**src/logic/edm_pkg.sv**
```systemverilog
package edm_pkg;

	// Register byte offsets on the AXI4-Lite slave
	localparam logic [7:0] OFS_CTRL    = 8'h00;
	localparam logic [7:0] OFS_STATUS  = 8'h04;
	localparam logic [7:0] OFS_TX_POLL = 8'h08;
	localparam logic [7:0] OFS_RX_POLL = 8'h0c;
	localparam logic [7:0] OFS_RX_BASE = 8'h10;
	localparam logic [7:0] OFS_TX_BASE = 8'h14;
	localparam logic [7:0] OFS_TX_CUR  = 8'h18;
	localparam logic [7:0] OFS_RX_CUR  = 8'h1c;

	// dma_control_reg bits
	localparam int CTRL_RX_START = 1;
	localparam int CTRL_TX_START = 13;

	// Descriptor fields
	localparam int DESC_OWN   = 31;
	localparam int TX_W1_LS   = 30;
	localparam int TX_W1_FS   = 29;
	localparam int TX_W0_IOC  = 30;
	localparam int TX_W0_ERR  = 15;
	localparam int RX_W0_FS   = 9;
	localparam int RX_W0_LS   = 8;
	localparam int RX_LEN_LSB = 16;
	localparam int SIZE_W     = 11;
	localparam int WCNT_W     = 10;
	localparam int LEN_W      = 14;
	localparam logic [1:0]  DESC_LAST_IDX = 2'h3;
	localparam logic [31:0] WORD_BYTES    = 32'h4;
	localparam logic [11:0] BYTE_ROUND    = 12'h3;
	localparam int WORD_SHIFT = 2;

	// dma_status_reg sticky flag positions, flag count and state field offsets
	localparam int ST_TI   = 0;
	localparam int ST_TU   = 2;
	localparam int ST_RI   = 6;
	localparam int ST_RU   = 7;
	localparam int ST_RPS  = 8;
	localparam int ST_AIS  = 15;
	localparam int ST_NIS  = 16;
	localparam int NFLAG   = 17;
	localparam int ST_RS_LSB = 17;
	localparam int ST_TS_LSB = 20;

	// Process state codes
	localparam logic [2:0] PS_STOP = 3'h0;
	localparam logic [2:0] PS_RUN  = 3'h3;
	localparam logic [2:0] PS_SUSP = 3'h4;

	// AXI responses
	localparam logic [1:0] RESP_OKAY   = 2'h0;
	localparam logic [1:0] RESP_SLVERR = 2'h2;

	typedef struct packed {
		logic        req;
		logic        we;
		logic [31:0] addr;
		logic [31:0] wdata;
	} edm_mreq_t;

	typedef struct packed {
		logic        ack;
		logic        err;
		logic [31:0] rdata;
	} edm_mrsp_t;

	typedef enum logic [5:0] {
		TX_STOP  = 6'b000001,
		TX_FETCH = 6'b000010,
		TX_CHECK = 6'b000100,
		TX_DATA  = 6'b001000,
		TX_CLOSE = 6'b010000,
		TX_SUSP  = 6'b100000
	} edm_tx_state_t;

	typedef enum logic [7:0] {
		RX_STOP  = 8'b00000001,
		RX_FETCH = 8'b00000010,
		RX_CHECK = 8'b00000100,
		RX_WAIT  = 8'b00001000,
		RX_DATA  = 8'b00010000,
		RX_CLOSE = 8'b00100000,
		RX_SUSP  = 8'b01000000,
		RX_DROP  = 8'b10000000
	} edm_rx_state_t;

endpackage : edm_pkg

```
**src/logic/edm_flags.sv**
```systemverilog
`timescale 1ns/100ps
`default_nettype none
module edm_flags
	import edm_pkg::*;
(
	input  wire logic             clk_i,
	input  wire logic             rst_i,
	input  wire logic [NFLAG-1:0] set_i,
	input  wire logic [NFLAG-1:0] clr_i,
	output logic      [NFLAG-1:0] flag_o
);

	typedef struct packed {
		logic [NFLAG-1:0] flag;
	} edm_flags_st_t;

	edm_flags_st_t st;
	edm_flags_st_t next_st;

	// Sticky bits; a set in the clearing cycle wins so no event is lost
	for (genvar i = 0; i < NFLAG; i++)
	begin : g_flag
		always_comb
		begin
			next_st.flag[i] = set_i[i] | (st.flag[i] & ~clr_i[i]);
		end
	end

	// State register
	always_ff @(posedge clk_i)
	begin
		if (rst_i)
			st <= '0;
		else
			st <= next_st;
	end

	assign flag_o = st.flag;

endmodule : edm_flags
`default_nettype wire

```
**src/logic/edm_mem_arb.sv**
```systemverilog
`timescale 1ns/100ps
`default_nettype none
module edm_mem_arb
	import edm_pkg::*;
(
	input  wire logic        clk_i,
	input  wire logic        rst_i,
	input  wire edm_mreq_t   tx_req_i,
	input  wire edm_mreq_t   rx_req_i,
	output edm_mrsp_t        tx_rsp_o,
	output edm_mrsp_t        rx_rsp_o,
	output edm_mreq_t        mem_o,
	input  wire logic        mem_ack_i,
	input  wire logic        mem_err_i,
	input  wire logic [31:0] mem_rdata_i
);

	typedef struct packed {
		logic      busy;
		logic      sel_rx;
		logic      done;
		edm_mreq_t mem;
		edm_mrsp_t tx_rsp;
		edm_mrsp_t rx_rsp;
	} edm_arb_st_t;

	edm_arb_st_t st;
	edm_arb_st_t next_st;

	// Receive wins ties: its FIFO overflows first when starved
	always_comb
	begin
		next_st = st;
		next_st.tx_rsp.ack = 1'b0;
		next_st.rx_rsp.ack = 1'b0;
		next_st.done = 1'b0;
		if (st.busy && mem_ack_i)
		begin
			next_st.busy = 1'b0;
			next_st.done = 1'b1;
			next_st.mem.req = 1'b0;
			if (st.sel_rx)
				next_st.rx_rsp = '{ack: 1'b1, err: mem_err_i, rdata: mem_rdata_i};
			else
				next_st.tx_rsp = '{ack: 1'b1, err: mem_err_i, rdata: mem_rdata_i};
		end
		else if (!st.busy && !st.done && (rx_req_i.req || tx_req_i.req))
		begin
			// Done cycle above skips the stale request of the answered side
			next_st.busy = 1'b1;
			next_st.sel_rx = rx_req_i.req;
			next_st.mem = rx_req_i.req ? rx_req_i : tx_req_i;
		end
	end

	// State register
	always_ff @(posedge clk_i)
	begin
		if (rst_i)
			st <= '0;
		else
			st <= next_st;
	end

	assign tx_rsp_o = st.tx_rsp;
	assign rx_rsp_o = st.rx_rsp;
	assign mem_o    = st.mem;

endmodule : edm_mem_arb
`default_nettype wire

```
**src/logic/edm_dma.sv**
```systemverilog
// Overview of operation
// - On entering running, each engine fetches from its descriptor base register.
// - After transmit, engine writes status to word 0 and clears ownership; the code writes word 0 back as fetched with only ownership cleared.
// - Transmit suspends on host-owned descriptor or error, raising status flags.
// - Transmit done flag set when completed frame requested it in word 0 bit 30.
// - Suspended transmit never self-polls; driver returns ownership then polls.
// - Suspended transmit keeps list position after last closed descriptor.
// - Receive marks first segment in bit 9 and last segment in bit 8.
// - Receive closes a descriptor on buffer full or frame end.
// - At frame end receive writes status, clears ownership, then sets done flag.
// - Receive fetches onward; on host-owned descriptor flags unavailable and suspends.
// - Frame while suspended re-fetches current descriptor; resume or discard frame.
// - Receive unavailable flag only on running-to-suspended transition.
// - Receive poll demand acts only while suspended.
// - Receive DMA cleared while MAC receiver on keeps the engine running.
//
// Implementation choices: register access over AXI4-Lite and the placing of the registers.
`timescale 1ns/100ps
`default_nettype none
module edm_dma
	import edm_pkg::*;
(
	input  wire logic        CORE_CLK_I,
	input  wire logic        RST_I,
	input  wire logic [7:0]  S_AXI_AWADDR_I,
	input  wire logic        S_AXI_AWVALID_I,
	output logic             S_AXI_AWREADY_O,
	input  wire logic [31:0] S_AXI_WDATA_I,
	input  wire logic [3:0]  S_AXI_WSTRB_I,
	input  wire logic        S_AXI_WVALID_I,
	output logic             S_AXI_WREADY_O,
	output logic [1:0]       S_AXI_BRESP_O,
	output logic             S_AXI_BVALID_O,
	input  wire logic        S_AXI_BREADY_I,
	input  wire logic [7:0]  S_AXI_ARADDR_I,
	input  wire logic        S_AXI_ARVALID_I,
	output logic             S_AXI_ARREADY_O,
	output logic [31:0]      S_AXI_RDATA_O,
	output logic [1:0]       S_AXI_RRESP_O,
	output logic             S_AXI_RVALID_O,
	input  wire logic        S_AXI_RREADY_I,
	output logic             MEM_REQ_O,
	output logic             MEM_WE_O,
	output logic [31:0]      MEM_ADDR_O,
	output logic [31:0]      MEM_WDATA_O,
	input  wire logic        MEM_ACK_I,
	input  wire logic        MEM_ERR_I,
	input  wire logic [31:0] MEM_RDATA_I,
	output logic             TXF_VALID_O,
	output logic [31:0]      TXF_DATA_O,
	output logic             TXF_LAST_O,
	input  wire logic        TXF_READY_I,
	input  wire logic        RXF_VALID_I,
	input  wire logic [31:0] RXF_DATA_I,
	input  wire logic        RXF_LAST_I,
	output logic             RXF_READY_O,
	input  wire logic        MAC_RX_ENABLE_I
);

	typedef struct packed {
		logic                 awready;
		logic                 wready;
		logic                 bvalid;
		logic [1:0]           bresp;
		logic                 aw_have;
		logic                 w_have;
		logic [7:0]           awaddr;
		logic [31:0]          wdata;
		logic [3:0]           wstrb;
		logic                 arready;
		logic                 rvalid;
		logic [1:0]           rresp;
		logic [31:0]          rdata;
		logic [31:0]          ctrl;
		logic [31:0]          tx_base;
		logic [31:0]          rx_base;
		logic                 tx_poll;
		logic                 rx_poll;
		logic [NFLAG-1:0]     fset;
		logic [NFLAG-1:0]     fclr;
		edm_tx_state_t        tx_st;
		logic [31:0]          tx_cur;
		logic [31:0]          tx_w0;
		logic [31:0]          tx_w1;
		logic [31:0]          tx_buf;
		logic [31:0]          tx_nxt;
		logic [1:0]           tx_idx;
		logic [WCNT_W-1:0]    tx_left;
		edm_mreq_t            tx_mreq;
		logic                 txf_valid;
		logic                 txf_last;
		logic [31:0]          txf_data;
		edm_rx_state_t        rx_st;
		logic [31:0]          rx_cur;
		logic [31:0]          rx_w0;
		logic [31:0]          rx_w1;
		logic [31:0]          rx_buf;
		logic [31:0]          rx_nxt;
		logic [1:0]           rx_idx;
		logic [WCNT_W-1:0]    rx_left;
		logic [LEN_W-1:0]     rx_len;
		logic                 rx_first;
		logic                 rx_mid;
		logic                 rx_ls;
		logic                 rx_retry;
		logic                 rx_frame_wait;
		edm_mreq_t            rx_mreq;
		logic                 rxf_ready;
	} edm_st_t;

	edm_st_t   st;
	edm_st_t   next_st;
	edm_mrsp_t tx_rsp;
	edm_mrsp_t rx_rsp;
	edm_mreq_t mem;
	logic [NFLAG-1:0] flags;

	// Byte-lane merge for strobed register writes
	function automatic logic [31:0] wmerge(input logic [31:0] old, input logic [31:0] nw,
		input logic [3:0] strb);
		logic [31:0] r;
		r = old;
		for (int b = 0; b < 4; b++)
		begin
			if (strb[b])
				r[b*8 +: 8] = nw[b*8 +: 8];
		end
		return r;
	endfunction : wmerge

	// Words a buffer of the given byte size covers, rounded up
	function automatic logic [WCNT_W-1:0] words_of(input logic [31:0] w1);
		logic [11:0] n;
		n = (12'(w1[SIZE_W-1:0]) + BYTE_ROUND) >> WORD_SHIFT;
		return n[WCNT_W-1:0];
	endfunction : words_of

	function automatic logic [2:0] tx_code(input edm_tx_state_t s);
		return (s == TX_STOP) ? PS_STOP : (s == TX_SUSP) ? PS_SUSP : PS_RUN;
	endfunction : tx_code

	function automatic logic [2:0] rx_code(input edm_rx_state_t s);
		return (s == RX_STOP) ? PS_STOP : ((s == RX_SUSP) || (s == RX_DROP)) ? PS_SUSP : PS_RUN;
	endfunction : rx_code

	always_comb
	begin
		next_st = st;
		next_st.tx_poll = 1'b0;
		next_st.rx_poll = 1'b0;
		next_st.fset = '0;
		next_st.fclr = '0;

		// AXI4-Lite write: address and data in either order, answer after both
		if (S_AXI_AWVALID_I && st.awready)
		begin
			next_st.aw_have = 1'b1;
			next_st.awready = 1'b0;
			next_st.awaddr = S_AXI_AWADDR_I;
		end
		if (S_AXI_WVALID_I && st.wready)
		begin
			next_st.w_have = 1'b1;
			next_st.wready = 1'b0;
			next_st.wdata = S_AXI_WDATA_I;
			next_st.wstrb = S_AXI_WSTRB_I;
		end
		if (st.bvalid && S_AXI_BREADY_I)
		begin
			next_st.bvalid = 1'b0;
			next_st.awready = 1'b1;
			next_st.wready = 1'b1;
		end
		if (st.aw_have && st.w_have && !st.bvalid)
		begin
			next_st.aw_have = 1'b0;
			next_st.w_have = 1'b0;
			next_st.bvalid = 1'b1;
			next_st.bresp = RESP_OKAY;
			case (st.awaddr)
				OFS_CTRL:    next_st.ctrl = wmerge(st.ctrl, st.wdata, st.wstrb);
				OFS_STATUS:  next_st.fclr = NFLAG'(wmerge('0, st.wdata, st.wstrb));
				OFS_TX_POLL: next_st.tx_poll = 1'b1;
				OFS_RX_POLL: next_st.rx_poll = 1'b1;
				OFS_RX_BASE: next_st.rx_base = wmerge(st.rx_base, st.wdata, st.wstrb);
				OFS_TX_BASE: next_st.tx_base = wmerge(st.tx_base, st.wdata, st.wstrb);
				OFS_TX_CUR, OFS_RX_CUR: next_st.bresp = RESP_OKAY; // Read-only, ignored
				default:     next_st.bresp = RESP_SLVERR;
			endcase
		end

		// AXI4-Lite read, one outstanding
		if (st.rvalid && S_AXI_RREADY_I)
		begin
			next_st.rvalid = 1'b0;
			next_st.arready = 1'b1;
		end
		if (S_AXI_ARVALID_I && st.arready)
		begin
			next_st.arready = 1'b0;
			next_st.rvalid = 1'b1;
			next_st.rresp = RESP_OKAY;
			case (S_AXI_ARADDR_I)
				OFS_CTRL:    next_st.rdata = st.ctrl;
				OFS_STATUS:  next_st.rdata = 32'(flags) | (32'(rx_code(st.rx_st)) << ST_RS_LSB)
						     | (32'(tx_code(st.tx_st)) << ST_TS_LSB);
				OFS_RX_BASE: next_st.rdata = st.rx_base;
				OFS_TX_BASE: next_st.rdata = st.tx_base;
				OFS_TX_CUR:  next_st.rdata = st.tx_cur;
				OFS_RX_CUR:  next_st.rdata = st.rx_cur;
				OFS_TX_POLL, OFS_RX_POLL: next_st.rdata = '0;
				default:
				begin
					next_st.rdata = '0;
					next_st.rresp = RESP_SLVERR;
				end
			endcase
		end

		// Transmit engine; request dropped on the answering cycle
		if (tx_rsp.ack)
			next_st.tx_mreq.req = 1'b0;
		if (st.txf_valid && TXF_READY_I)
			next_st.txf_valid = 1'b0;
		case (st.tx_st)
			TX_STOP:
			begin
				if (st.ctrl[CTRL_TX_START])
				begin
					next_st.tx_cur = st.tx_base;
					next_st.tx_idx = '0;
					next_st.tx_st = TX_FETCH;
				end
			end
			TX_FETCH:
			begin
				if (!st.tx_mreq.req && !tx_rsp.ack)
					next_st.tx_mreq = '{req: 1'b1, we: 1'b0, wdata: '0,
						addr: st.tx_cur + (32'(st.tx_idx) << WORD_SHIFT)};
				if (tx_rsp.ack)
				begin
					case (st.tx_idx)
						2'h0:    next_st.tx_w0 = tx_rsp.rdata;
						2'h1:    next_st.tx_w1 = tx_rsp.rdata;
						2'h2:    next_st.tx_buf = tx_rsp.rdata;
						default: next_st.tx_nxt = tx_rsp.rdata;
					endcase
					next_st.tx_idx = st.tx_idx + 2'h1;
					if (tx_rsp.err)
					begin
						next_st.fset[ST_AIS] = 1'b1;
						next_st.fset[ST_TI] = 1'b1;
						next_st.tx_st = TX_SUSP;
					end
					else if (st.tx_idx == DESC_LAST_IDX)
						next_st.tx_st = TX_CHECK;
				end
			end
			TX_CHECK:
			begin
				if (!st.tx_w0[DESC_OWN])
				begin
					// Host-owned: suspend, list position kept at tx_cur
					next_st.fset[ST_TU] = 1'b1;
					next_st.fset[ST_NIS] = 1'b1;
					next_st.tx_st = TX_SUSP;
				end
				else
				begin
					next_st.tx_left = words_of(st.tx_w1);
					next_st.tx_st = TX_DATA;
				end
			end
			TX_DATA:
			begin
				// One word in flight; the FIFO's ready stalls the walk
				if (tx_rsp.ack)
				begin
					if (tx_rsp.err)
					begin
						next_st.fset[ST_AIS] = 1'b1;
						next_st.fset[ST_TI] = 1'b1;
						next_st.tx_st = TX_SUSP;
					end
					else
					begin
						next_st.txf_valid = 1'b1;
						next_st.txf_data = tx_rsp.rdata;
						next_st.txf_last = (st.tx_left == WCNT_W'(1)) && st.tx_w1[TX_W1_LS];
						next_st.tx_buf = st.tx_buf + WORD_BYTES;
						next_st.tx_left = st.tx_left - WCNT_W'(1);
					end
				end
				else if (!st.tx_mreq.req && !st.txf_valid)
				begin
					if (st.tx_left != '0)
						next_st.tx_mreq = '{req: 1'b1, we: 1'b0, wdata: '0, addr: st.tx_buf};
					else
					begin
						next_st.tx_mreq = '{req: 1'b1, we: 1'b1, addr: st.tx_cur,
							wdata: st.tx_w0 & ~(32'h1 << DESC_OWN)};
						next_st.tx_st = TX_CLOSE;
					end
				end
			end
			TX_CLOSE:
			begin
				if (tx_rsp.ack)
				begin
					if (st.tx_w1[TX_W1_LS] && st.tx_w0[TX_W0_IOC])
						next_st.fset[ST_TI] = 1'b1;
					next_st.tx_cur = st.tx_nxt;
					next_st.tx_idx = '0;
					next_st.tx_st = st.ctrl[CTRL_TX_START] ? TX_FETCH : TX_STOP;
				end
			end
			TX_SUSP:
			begin
				// No self-polling; only a poll demand re-reads tx_cur
				if (!st.ctrl[CTRL_TX_START])
					next_st.tx_st = TX_STOP;
				else if (st.tx_poll)
				begin
					next_st.tx_idx = '0;
					next_st.tx_st = TX_FETCH;
				end
			end
			default: next_st.tx_st = TX_STOP;
		endcase

		// Receive engine
		if (rx_rsp.ack)
			next_st.rx_mreq.req = 1'b0;
		next_st.rxf_ready = 1'b0;
		case (st.rx_st)
			RX_STOP:
			begin
				if (st.ctrl[CTRL_RX_START])
				begin
					next_st.rx_cur = st.rx_base;
					next_st.rx_idx = '0;
					next_st.rx_first = 1'b1;
					next_st.rx_mid = 1'b0;
					next_st.rx_retry = 1'b0;
					next_st.rx_st = RX_FETCH;
				end
			end
			RX_FETCH:
			begin
				if (!st.rx_mreq.req && !rx_rsp.ack)
					next_st.rx_mreq = '{req: 1'b1, we: 1'b0, wdata: '0,
						addr: st.rx_cur + (32'(st.rx_idx) << WORD_SHIFT)};
				if (rx_rsp.ack)
				begin
					case (st.rx_idx)
						2'h0:    next_st.rx_w0 = rx_rsp.rdata;
						2'h1:    next_st.rx_w1 = rx_rsp.rdata;
						2'h2:    next_st.rx_buf = rx_rsp.rdata;
						default: next_st.rx_nxt = rx_rsp.rdata;
					endcase
					next_st.rx_idx = st.rx_idx + 2'h1;
					if (st.rx_idx == DESC_LAST_IDX)
						next_st.rx_st = RX_CHECK;
				end
			end
			RX_CHECK:
			begin
				next_st.rx_retry = 1'b0;
				if (st.rx_w0[DESC_OWN])
				begin
					next_st.rx_left = words_of(st.rx_w1);
					next_st.rx_len = st.rx_mid ? st.rx_len : '0;
					next_st.rx_st = (st.rx_mid || st.rx_frame_wait) ? RX_DATA : RX_WAIT;
				end
				else
				begin
					// Flag only when leaving running, not on each re-fetch
					if (!st.rx_retry)
						next_st.fset[ST_RU] = 1'b1;
					next_st.rx_st = (st.rx_mid || st.rx_frame_wait) ? RX_DROP : RX_SUSP;
				end
				next_st.rx_frame_wait = 1'b0;
			end
			RX_WAIT:
			begin
				// Clearing rx start alone does not stop a live receiver
				if (!st.ctrl[CTRL_RX_START] && !MAC_RX_ENABLE_I)
				begin
					next_st.fset[ST_RPS] = 1'b1;
					next_st.rx_st = RX_STOP;
				end
				else if (RXF_VALID_I)
					next_st.rx_st = RX_DATA;
			end
			RX_DATA:
			begin
				if (RXF_VALID_I && st.rxf_ready)
				begin
					next_st.rx_mreq = '{req: 1'b1, we: 1'b1, addr: st.rx_buf,
						wdata: RXF_DATA_I};
					next_st.rx_ls = RXF_LAST_I;
				end
				else if (rx_rsp.ack)
				begin
					next_st.rx_buf = st.rx_buf + WORD_BYTES;
					next_st.rx_left = st.rx_left - WCNT_W'(1);
					next_st.rx_len = st.rx_len + LEN_W'(1);
					if (st.rx_ls || (st.rx_left == WCNT_W'(1)))
						next_st.rx_st = RX_CLOSE;
				end
				else if (!st.rx_mreq.req && (st.rx_left == '0))
					next_st.rx_st = RX_CLOSE;
				else if (!st.rx_mreq.req && !st.rxf_ready)
					next_st.rxf_ready = 1'b1;
				if (next_st.rx_st == RX_CLOSE)
				begin
					next_st.rx_w0 = '0;
					next_st.rx_w0[RX_W0_FS] = st.rx_first;
					next_st.rx_w0[RX_W0_LS] = next_st.rx_ls;
					if (next_st.rx_ls)
						next_st.rx_w0[RX_LEN_LSB +: LEN_W] = next_st.rx_len << WORD_SHIFT;
				end
			end
			RX_CLOSE:
			begin
				if (!st.rx_mreq.req && !rx_rsp.ack)
					next_st.rx_mreq = '{req: 1'b1, we: 1'b1, addr: st.rx_cur,
						wdata: st.rx_w0};
				if (rx_rsp.ack)
				begin
					// Done flag only after the closing write is answered
					if (st.rx_ls)
						next_st.fset[ST_RI] = 1'b1;
					next_st.rx_first = st.rx_ls;
					next_st.rx_mid = !st.rx_ls;
					next_st.rx_ls = 1'b0;
					next_st.rx_cur = st.rx_nxt;
					next_st.rx_idx = '0;
					next_st.rx_st = RX_FETCH;
				end
			end
			RX_SUSP:
			begin
				// Poll demand counts only here
				if (RXF_VALID_I || st.rx_poll)
				begin
					next_st.rx_retry = 1'b1;
					next_st.rx_frame_wait = RXF_VALID_I;
					next_st.rx_idx = '0;
					next_st.rx_st = RX_FETCH;
				end
				else if (!st.ctrl[CTRL_RX_START] && !MAC_RX_ENABLE_I)
				begin
					next_st.fset[ST_RPS] = 1'b1;
					next_st.rx_st = RX_STOP;
				end
			end
			RX_DROP:
			begin
				// Frame with no buffer is drained and lost
				next_st.rxf_ready = !st.rxf_ready;
				if (RXF_VALID_I && st.rxf_ready && RXF_LAST_I)
				begin
					next_st.rxf_ready = 1'b0;
					next_st.rx_mid = 1'b0;
					next_st.rx_first = 1'b1;
					next_st.rx_st = RX_SUSP;
				end
			end
			default: next_st.rx_st = RX_STOP;
		endcase
	end

	// State register
	always_ff @(posedge CORE_CLK_I)
	begin
		if (RST_I)
		begin
			st <= '0;
			st.awready <= 1'b1;
			st.wready <= 1'b1;
			st.arready <= 1'b1;
			st.tx_st <= TX_STOP;
			st.rx_st <= RX_STOP;
		end
		else
			st <= next_st;
	end

	edm_flags u_flags (
		.clk_i  (CORE_CLK_I),
		.rst_i  (RST_I),
		.set_i  (st.fset),
		.clr_i  (st.fclr),
		.flag_o (flags)
	);

	edm_mem_arb u_arb (
		.clk_i       (CORE_CLK_I),
		.rst_i       (RST_I),
		.tx_req_i    (st.tx_mreq),
		.rx_req_i    (st.rx_mreq),
		.tx_rsp_o    (tx_rsp),
		.rx_rsp_o    (rx_rsp),
		.mem_o       (mem),
		.mem_ack_i   (MEM_ACK_I),
		.mem_err_i   (MEM_ERR_I),
		.mem_rdata_i (MEM_RDATA_I)
	);

	// Outputs, all from flip-flops
	assign S_AXI_AWREADY_O = st.awready;
	assign S_AXI_WREADY_O  = st.wready;
	assign S_AXI_BRESP_O   = st.bresp;
	assign S_AXI_BVALID_O  = st.bvalid;
	assign S_AXI_ARREADY_O = st.arready;
	assign S_AXI_RDATA_O   = st.rdata;
	assign S_AXI_RRESP_O   = st.rresp;
	assign S_AXI_RVALID_O  = st.rvalid;
	assign MEM_REQ_O       = mem.req;
	assign MEM_WE_O        = mem.we;
	assign MEM_ADDR_O      = mem.addr;
	assign MEM_WDATA_O     = mem.wdata;
	assign TXF_VALID_O     = st.txf_valid;
	assign TXF_DATA_O      = st.txf_data;
	assign TXF_LAST_O      = st.txf_last;
	assign RXF_READY_O     = st.rxf_ready;

endmodule : edm_dma
`default_nettype wire

```
**config.mk**
```make
export PLATFORM = sky130hd
export DESIGN_NAME = edm_dma
export DESIGN_NICKNAME = d
export VERILOG_FILES = /design/src/logic/edm_pkg.sv /design/src/logic/edm_flags.sv /design/src/logic/edm_mem_arb.sv /design/src/logic/edm_dma.sv
export SDC_FILE = /design/constraint.sdc
export NUM_CORES = 2
export LEC_CHECK = 0
export BUFFER_PORTS_ARGS = -buffer_cell sky130_fd_sc_hd__buf_2
export CAP_MARGIN = 40
export CORE_UTILIZATION = 40
export CTS_CLUSTER_DIAMETER = 200
export CTS_CLUSTER_SIZE = 10
export DETAILED_ROUTE_END_ITERATION = 10
export GPL_TIMING_DRIVEN = 0
export MAX_ROUTING_LAYER = met4
export PLACE_DENSITY = 0.58
export SYNTH_ARGS = -nofsm -noshare
export SYNTH_HDL_FRONTEND = slang
export SYNTH_SLANG_ARGS = --single-unit
```
**constraint.sdc**
```tcl
create_clock -name CORE_CLK_I -period 2.4 [get_ports CORE_CLK_I]
set_clock_uncertainty 0.2 [all_clocks]
set_input_delay 0.24 -clock CORE_CLK_I [delete_from_list [all_inputs] [get_ports CORE_CLK_I]]
set_output_delay 0.24 -clock CORE_CLK_I [all_outputs]
set_load 0.03 [all_outputs]
```
Word-level counts from Yosys, hierarchy flattened
Index checks and enable logic that the tools add are counted.
{"block": "classes", "add_sub_neg": 11, "n_eq_ne": 72, "mux": 134, "n_bitwise": 67, "reduce_logical": 115}
{"op": "66-bit 2-to-1 mux", "count": 8}
{"op": "32-bit 2-to-1 mux", "count": 11}
{"op": "32-bit one-hot mux with 2 select lines", "count": 5}
{"op": "66-bit one-hot mux with 3 select lines", "count": 1}
{"op": "32-bit one-hot mux with 6 select lines", "count": 1}
{"op": "34-bit 2-to-1 mux", "count": 5}
{"op": "66-bit one-hot mux with 2 select lines", "count": 1}
{"op": "130-bit 2-to-1 mux", "count": 1}
{"op": "8-bit 2-to-1 mux", "count": 14}
{"op": "40-bit 2-to-1 mux", "count": 2}
{"op": "38-bit 2-to-1 mux", "count": 2}
{"op": "8-bit by 5-bit equality test with 1-bit output, second input constant", "count": 9}
{"op": "24-bit 2-to-1 mux", "count": 3}
{"op": "3-bit AND reduction", "count": 22}
{"op": "65-bit 2-to-1 mux", "count": 1}
{"op": "32-bit by 3-bit adder with 32-bit output, second input constant", "count": 2}
{"op": "32-bit by 4-bit adder with 32-bit output", "count": 2}
{"op": "8-bit one-hot mux with 8 select lines", "count": 1}
{"op": "6-bit 2-to-1 mux", "count": 10}
{"op": "24-bit one-hot mux with 2 select lines", "count": 1}
{"op": "8-bit by 4-bit equality test with 1-bit output, second input constant", "count": 5}
{"op": "36-bit 2-to-1 mux", "count": 1}
{"op": "6-bit one-hot mux with 6 select lines", "count": 1}
{"op": "2-bit inequality test, second input constant", "count": 17}
{"op": "59 further kinds", "count": 273}
{"block": "word_totals", "regBits": 917, "inputBits": 129, "output_inout_bits": 142, "elab_cells": 483}

Longest topological paths before layout
{"block": "depth", "word_depth": 9, "ltp_mapped": 10}

By module
From an unflattened synthesis, not the netlist that was laid out.
{"block": "hier_totals", "hier_cells": 4754, "hier_area_um2": 39589.2}
{"module": "edm_dma", "instances": 1, "cells_per_inst": 3940, "area_each_um2": 32288.5, "seq_area_each_um2": 14133.6}
{"module": "edm_mem_arb", "instances": 1, "cells_per_inst": 744, "area_each_um2": 6636.4, "seq_area_each_um2": 2742.6}
{"module": "edm_flags", "instances": 1, "cells_per_inst": 70, "area_each_um2": 664.4, "seq_area_each_um2": 340.3}

Worst setup path after synthesis
OpenSTA, ideal clock, no wires.
{"block": "synth_timing", "kind": "reg-to-reg", "from": "register st[96] (netlist bit)", "to": "register st[51] (netlist bit)", "t_arrival_ns": 2.368, "path_slack_ns": -0.238, "path_stages_with_launch": 10, "path_buffers": 0, "period_less_slack_ns": 2.638, "cell_sequence": "dfxtp_1 -> ha_1 -> inv_1 -> fa_1 -> nand3b_1 -> nor4_1 -> nand4_1 -> xnor2_1 -> nand2_1 -> a21oi_1"}
{"block": "synth_via", "elab_chain_cells": 3}
{"item": "start, declared", "line": "edm_dma.sv:111", "text": "edm_st_t st;"}
{"item": "start signal, assigned", "line": "edm_dma.sv:487", "text": "st <= next_st;"}
{"item": "32-bit by 4-bit adder with 32-bit output", "line": "edm_dma.sv:352", "text": "addr: st.rx_cur + (32'(st.rx_idx) << WORD_SHIFT)};"}
{"item": "66-bit 2-to-1 mux", "line": "edm_dma.sv:350", "text": "if (!st.rx_mreq.req && !rx_rsp.ack)"}
{"item": "66-bit one-hot mux with 3 select lines", "line": "edm_dma.sv:335", "text": "case (st.rx_st)"}
No other way between the ends. The select of a mux whose other input is x is not followed.
A chain may end at the register's enable or synchronous reset.

Worst setup path after layout
Ends and elaborated chain as after synthesis.

==> flow_summary.toml <==
[synth]
mappedNetlistArea_mm2 = 0.0386
synth.avg_cell_area_um2 = 8.29
synth_enable_flop_cells = 0
ys_async_sr_fraction_pct = 0
synth_flop_cell = "dfxtp_1"
synth.lib_cells_used.distinct = 96
postSynthCellCount = 4657
synth_seq_cells = 859
yosysSeqAreaShare_pct = 44.5
yosysWarningCount = 0

[place]
hpwlAfterDp_mm = 135
portBuffers = 267
pre_cts_ws_ps = -1660
placer_congestion = 1.01
placed_cells_incl_taps = 6231
postPlaceCellArea_mm2 = 0.0421

[clock_tree]
worst_setup_hold_path_clk_slew_ps = 60
cts.htree.levels = 3
clock_insertion_delay_worst_skew_ps = 700
clock-root-buffer = "clkbuf_16"
clock-sinks = 859
tritoncts = "yes"
clk_path_buf_depth = 3
cts-buffers-inserted = 95

[grt]
grt_use_total_pct = 36.3
grt_pass1_wl_mm = 251
grt_pass1_vias = 35400
antenna_found_initial = 11
gr-total-overflow = 0
grt_max_degree = 16

[min_path]
startpoint_of_the_most_critical_hold_path = "S_AXI_ARADDR_I[6]"
min_path_cells = 7
worst_hold_path_type = "input pin to flop"
hold_path_end = "S_AXI_RRESP_O[1]"

[routing]
average_wire_per_standard_cell_um = 27.4
detail_route.first_pass.iterations = 10
drc = 0
antenna_violating_nets_post_route = 0
via_per_inst = 5.92
drt_iter0_drc = 5137
detailroute.via_count = 39200
postRouteWirelength_mm = 182

[outcome]
outcome = "finished, violations left"
violated_checks = "negative setup slack"

[worst_setup_path]
cp.buffers_inverters = 2
cp.required_ps = 2820
worstPathMaxFanout = 4
worstPathCellList = "ha_4 -> inv_2 -> fa_2 -> nand3b_1 -> buf_4 -> nor4_4 -> nand4_1 -> xnor2_1 -> nand2_1 -> a21oi_1"
worstRegToRegCells = 10
r2r-start = "st[96]"
cpMaxStageDelayCell = "dfxtp_4"
critical_path_arrival_ps = 2950
critical_path.reg2reg.endpoint = "st[51]"
cp-end-kind = "flop"
critical_path_max_stage_delay_ps = 400
setup.reg_to_reg.worst_slack_ps = -130
startpoint_type = "flop"
critical_path.top_delay_family = "simple AND/OR/NAND/NOR gates"
ws_path_type = "flop to flop"

[floorplan]
start_util_pct = 40.5
die_area_mm2 = 0.0978
die_width_um = 313
pin_count = 271
coreArea_mm2 = 0.0953
placementRows = 113
die_height_um = 313

[timing]
holdWs_ps = 69.2
report.final.hold_viol_count = 0
slew_at_the_pin_closest_to_its_max_slew_limit_ps = 993
timing.final.crit_share_pct = 105
timing.final.max_slew_violations = 0
layout_setup_ws_ps = -128
min_period_ps = 2530
worst_slew_margin_rel_pct = 33.2
fmax_mhz = 396
finalSetupViolations = 106
setup_total_negative_slack_ps = -3910
rsz0062_at_grt = "true"

[final_layout]
layout.cells.most_common = "nand2_1"
area_growth_pct = 30.4
final_design_area_no_fill_mm2 = 0.0503
final_cells = 6628
nets = 5506
layout.core_utilization_pct = 52.8
post_route_cells_drive_above_1_share_pct = 25.1
layout_common_cells = "nand2_1, dfxtp_1, nor2_1"
fillers = 8989

[power_and_ir_drop]
power_per_cell_area_mw_per_mm2 = 766
leakage_nw = 19.2
ir_worst_vdd_mv = 0.640
overall_power_after_layout_mw = 38.5

[job]
cap_violations = 0
-- routing by layer --
layer  share of wire (%)  GRT usage (%)
met1                  40           46.8
met2                  44           54.6
met3                 9.8           6.42
met4                 6.2           18.1
met5                   0              -
-- power breakdown --
| group | switching (mW) | internal (mW) | total, mW | leakage, nW |
|---|---|---|---|---|
| registers | 1.42 | 15.1 | 16.5 | 6.97 |
| logic | 5.26 | 3.78 | 9.03 | 11.0 |
| clock network | 6.00 | 7.00 | 13.0 | 1.22 |
-- tightest hold or removal path: stages --
cell	delay (ps)
buf_2	70
or4_1	80
buf_2	190
nor2_2	110
nor2_1	100
a21oi_1	50
nor2_1	70
-- flip-flops by register name, summed over array words and instances, names as in the netlist --
register	flops
S_AXI_BVALID_O	1
S_AXI_WREADY_O	1
u_arb.rx_rsp_o	33
S_AXI_BRESP_O	1
u_arb.st	3
st	632
S_AXI_ARREADY_O	1
TXF_LAST_O	1
u_arb.mem_o	66
S_AXI_AWREADY_O	1
S_AXI_RVALID_O	1
u_arb.tx_rsp_o	34
TXF_DATA_O	32
TXF_VALID_O	1
S_AXI_RDATA_O	32
u_flags.flag_o	17
RXF_READY_O	1
S_AXI_RRESP_O	1
-- area by class of cell --
class	count	area (µm²)	share of cell area, %
Multi-Input combinational cell	3285	20700	41.2
Sequential cell	859	17300	34.4
Timing Repair Buffer	629	5170	10.3
Buffer	435	2860	5.69
Clock buffer	96	2380	4.73
Tap cell	1265	1580	3.14
Inverter	48	180	0.358
Clock inverter	5	88.8	0.176
Antenna cell	6	15.0	0.0298
-- cells in the mapped netlist, drive strengths merged, types with 5 or more instances --
cell	instances	share of area, %
a32o	7	0.18
or4	11	0.22
a21boi	5	0.11
and4	12	0.27
o21ai	207	2.7
nand4b	8	0.18
nand2	860	8.4
mux2i	215	5.6
or2	8	0.13
xor2	32	0.73
nor2	475	4.7
a21o	28	0.55
clkbuf	267	2.6
o22ai	26	0.42
a221oi	52	1.2
ha	22	0.71
nand2b	15	0.24
a211oi	93	1.9
o211ai	6	0.12
nor2b	6	0.097
nor4b	7	0.24
dfxtp	859	45
or3	10	0.16
nand4	44	0.71
nor4	36	0.65
a311oi	77	2.2
a32oi	8	0.18
a21oi	440	5.7
nand3	116	1.7
a31oi	39	0.63
nand3b	7	0.14
nor3	85	1.1
inv	46	0.45
buf	202	3.5
a22o	48	1.1
a222oi	36	0.93
a22oi	36	0.70
o31ai	8	0.16
o21a	5	0.097
xnor2	41	0.93
nor3b	16	0.34
and3	31	0.50
and2	27	0.44
mux2	10	0.29
a31o	5	0.11
-- worst max path at each step --
stage / cells after the start / endpoint / slack, ps / start
5_1_grt: 10 / st[51] / -200 / st[96]
2_1_floorplan: 6 / st[515] / 6 / st[543]
3_5_place_dp: 8 / st[567] / -1660 / RST_I
6_report: 10 / st[51] / -130 / st[96]
4_1_cts: 10 / st[51] / -160 / st[96]
3_3_place_gp: 5 / st[567] / -2760 / RST_I
-- logic make-up after synthesis --
| family | count (synthesis) | synth area share, % |
|---|---|---|
| XOR/XNOR | 73 | 1.66 |
| adder cells (fa/ha/maj) | 24 | 0.817 |
| AO/OA/AOI/OAI | 1171 | 20.0 |
| buffers and inverters | 517 | 6.60 |
| AND/OR/NAND/NOR | 1786 | 20.4 |
| flip-flops | 859 | 44.5 |
| multiplexers | 226 | 5.92 |
| other | 1 | 0.00971 |
-- repair_timing --
action | CTS | global route
hold buffers | 136 | 0
hold endpoints to repair | 165 | 0
setup buffers | 99 | 64
gates cloned | 14 | 12
resized for setup | 508 | 411
pin swaps | 126 | 138
endpoints found under the setup margin | 723 | 569
Power figures use the tool's default switching activity.
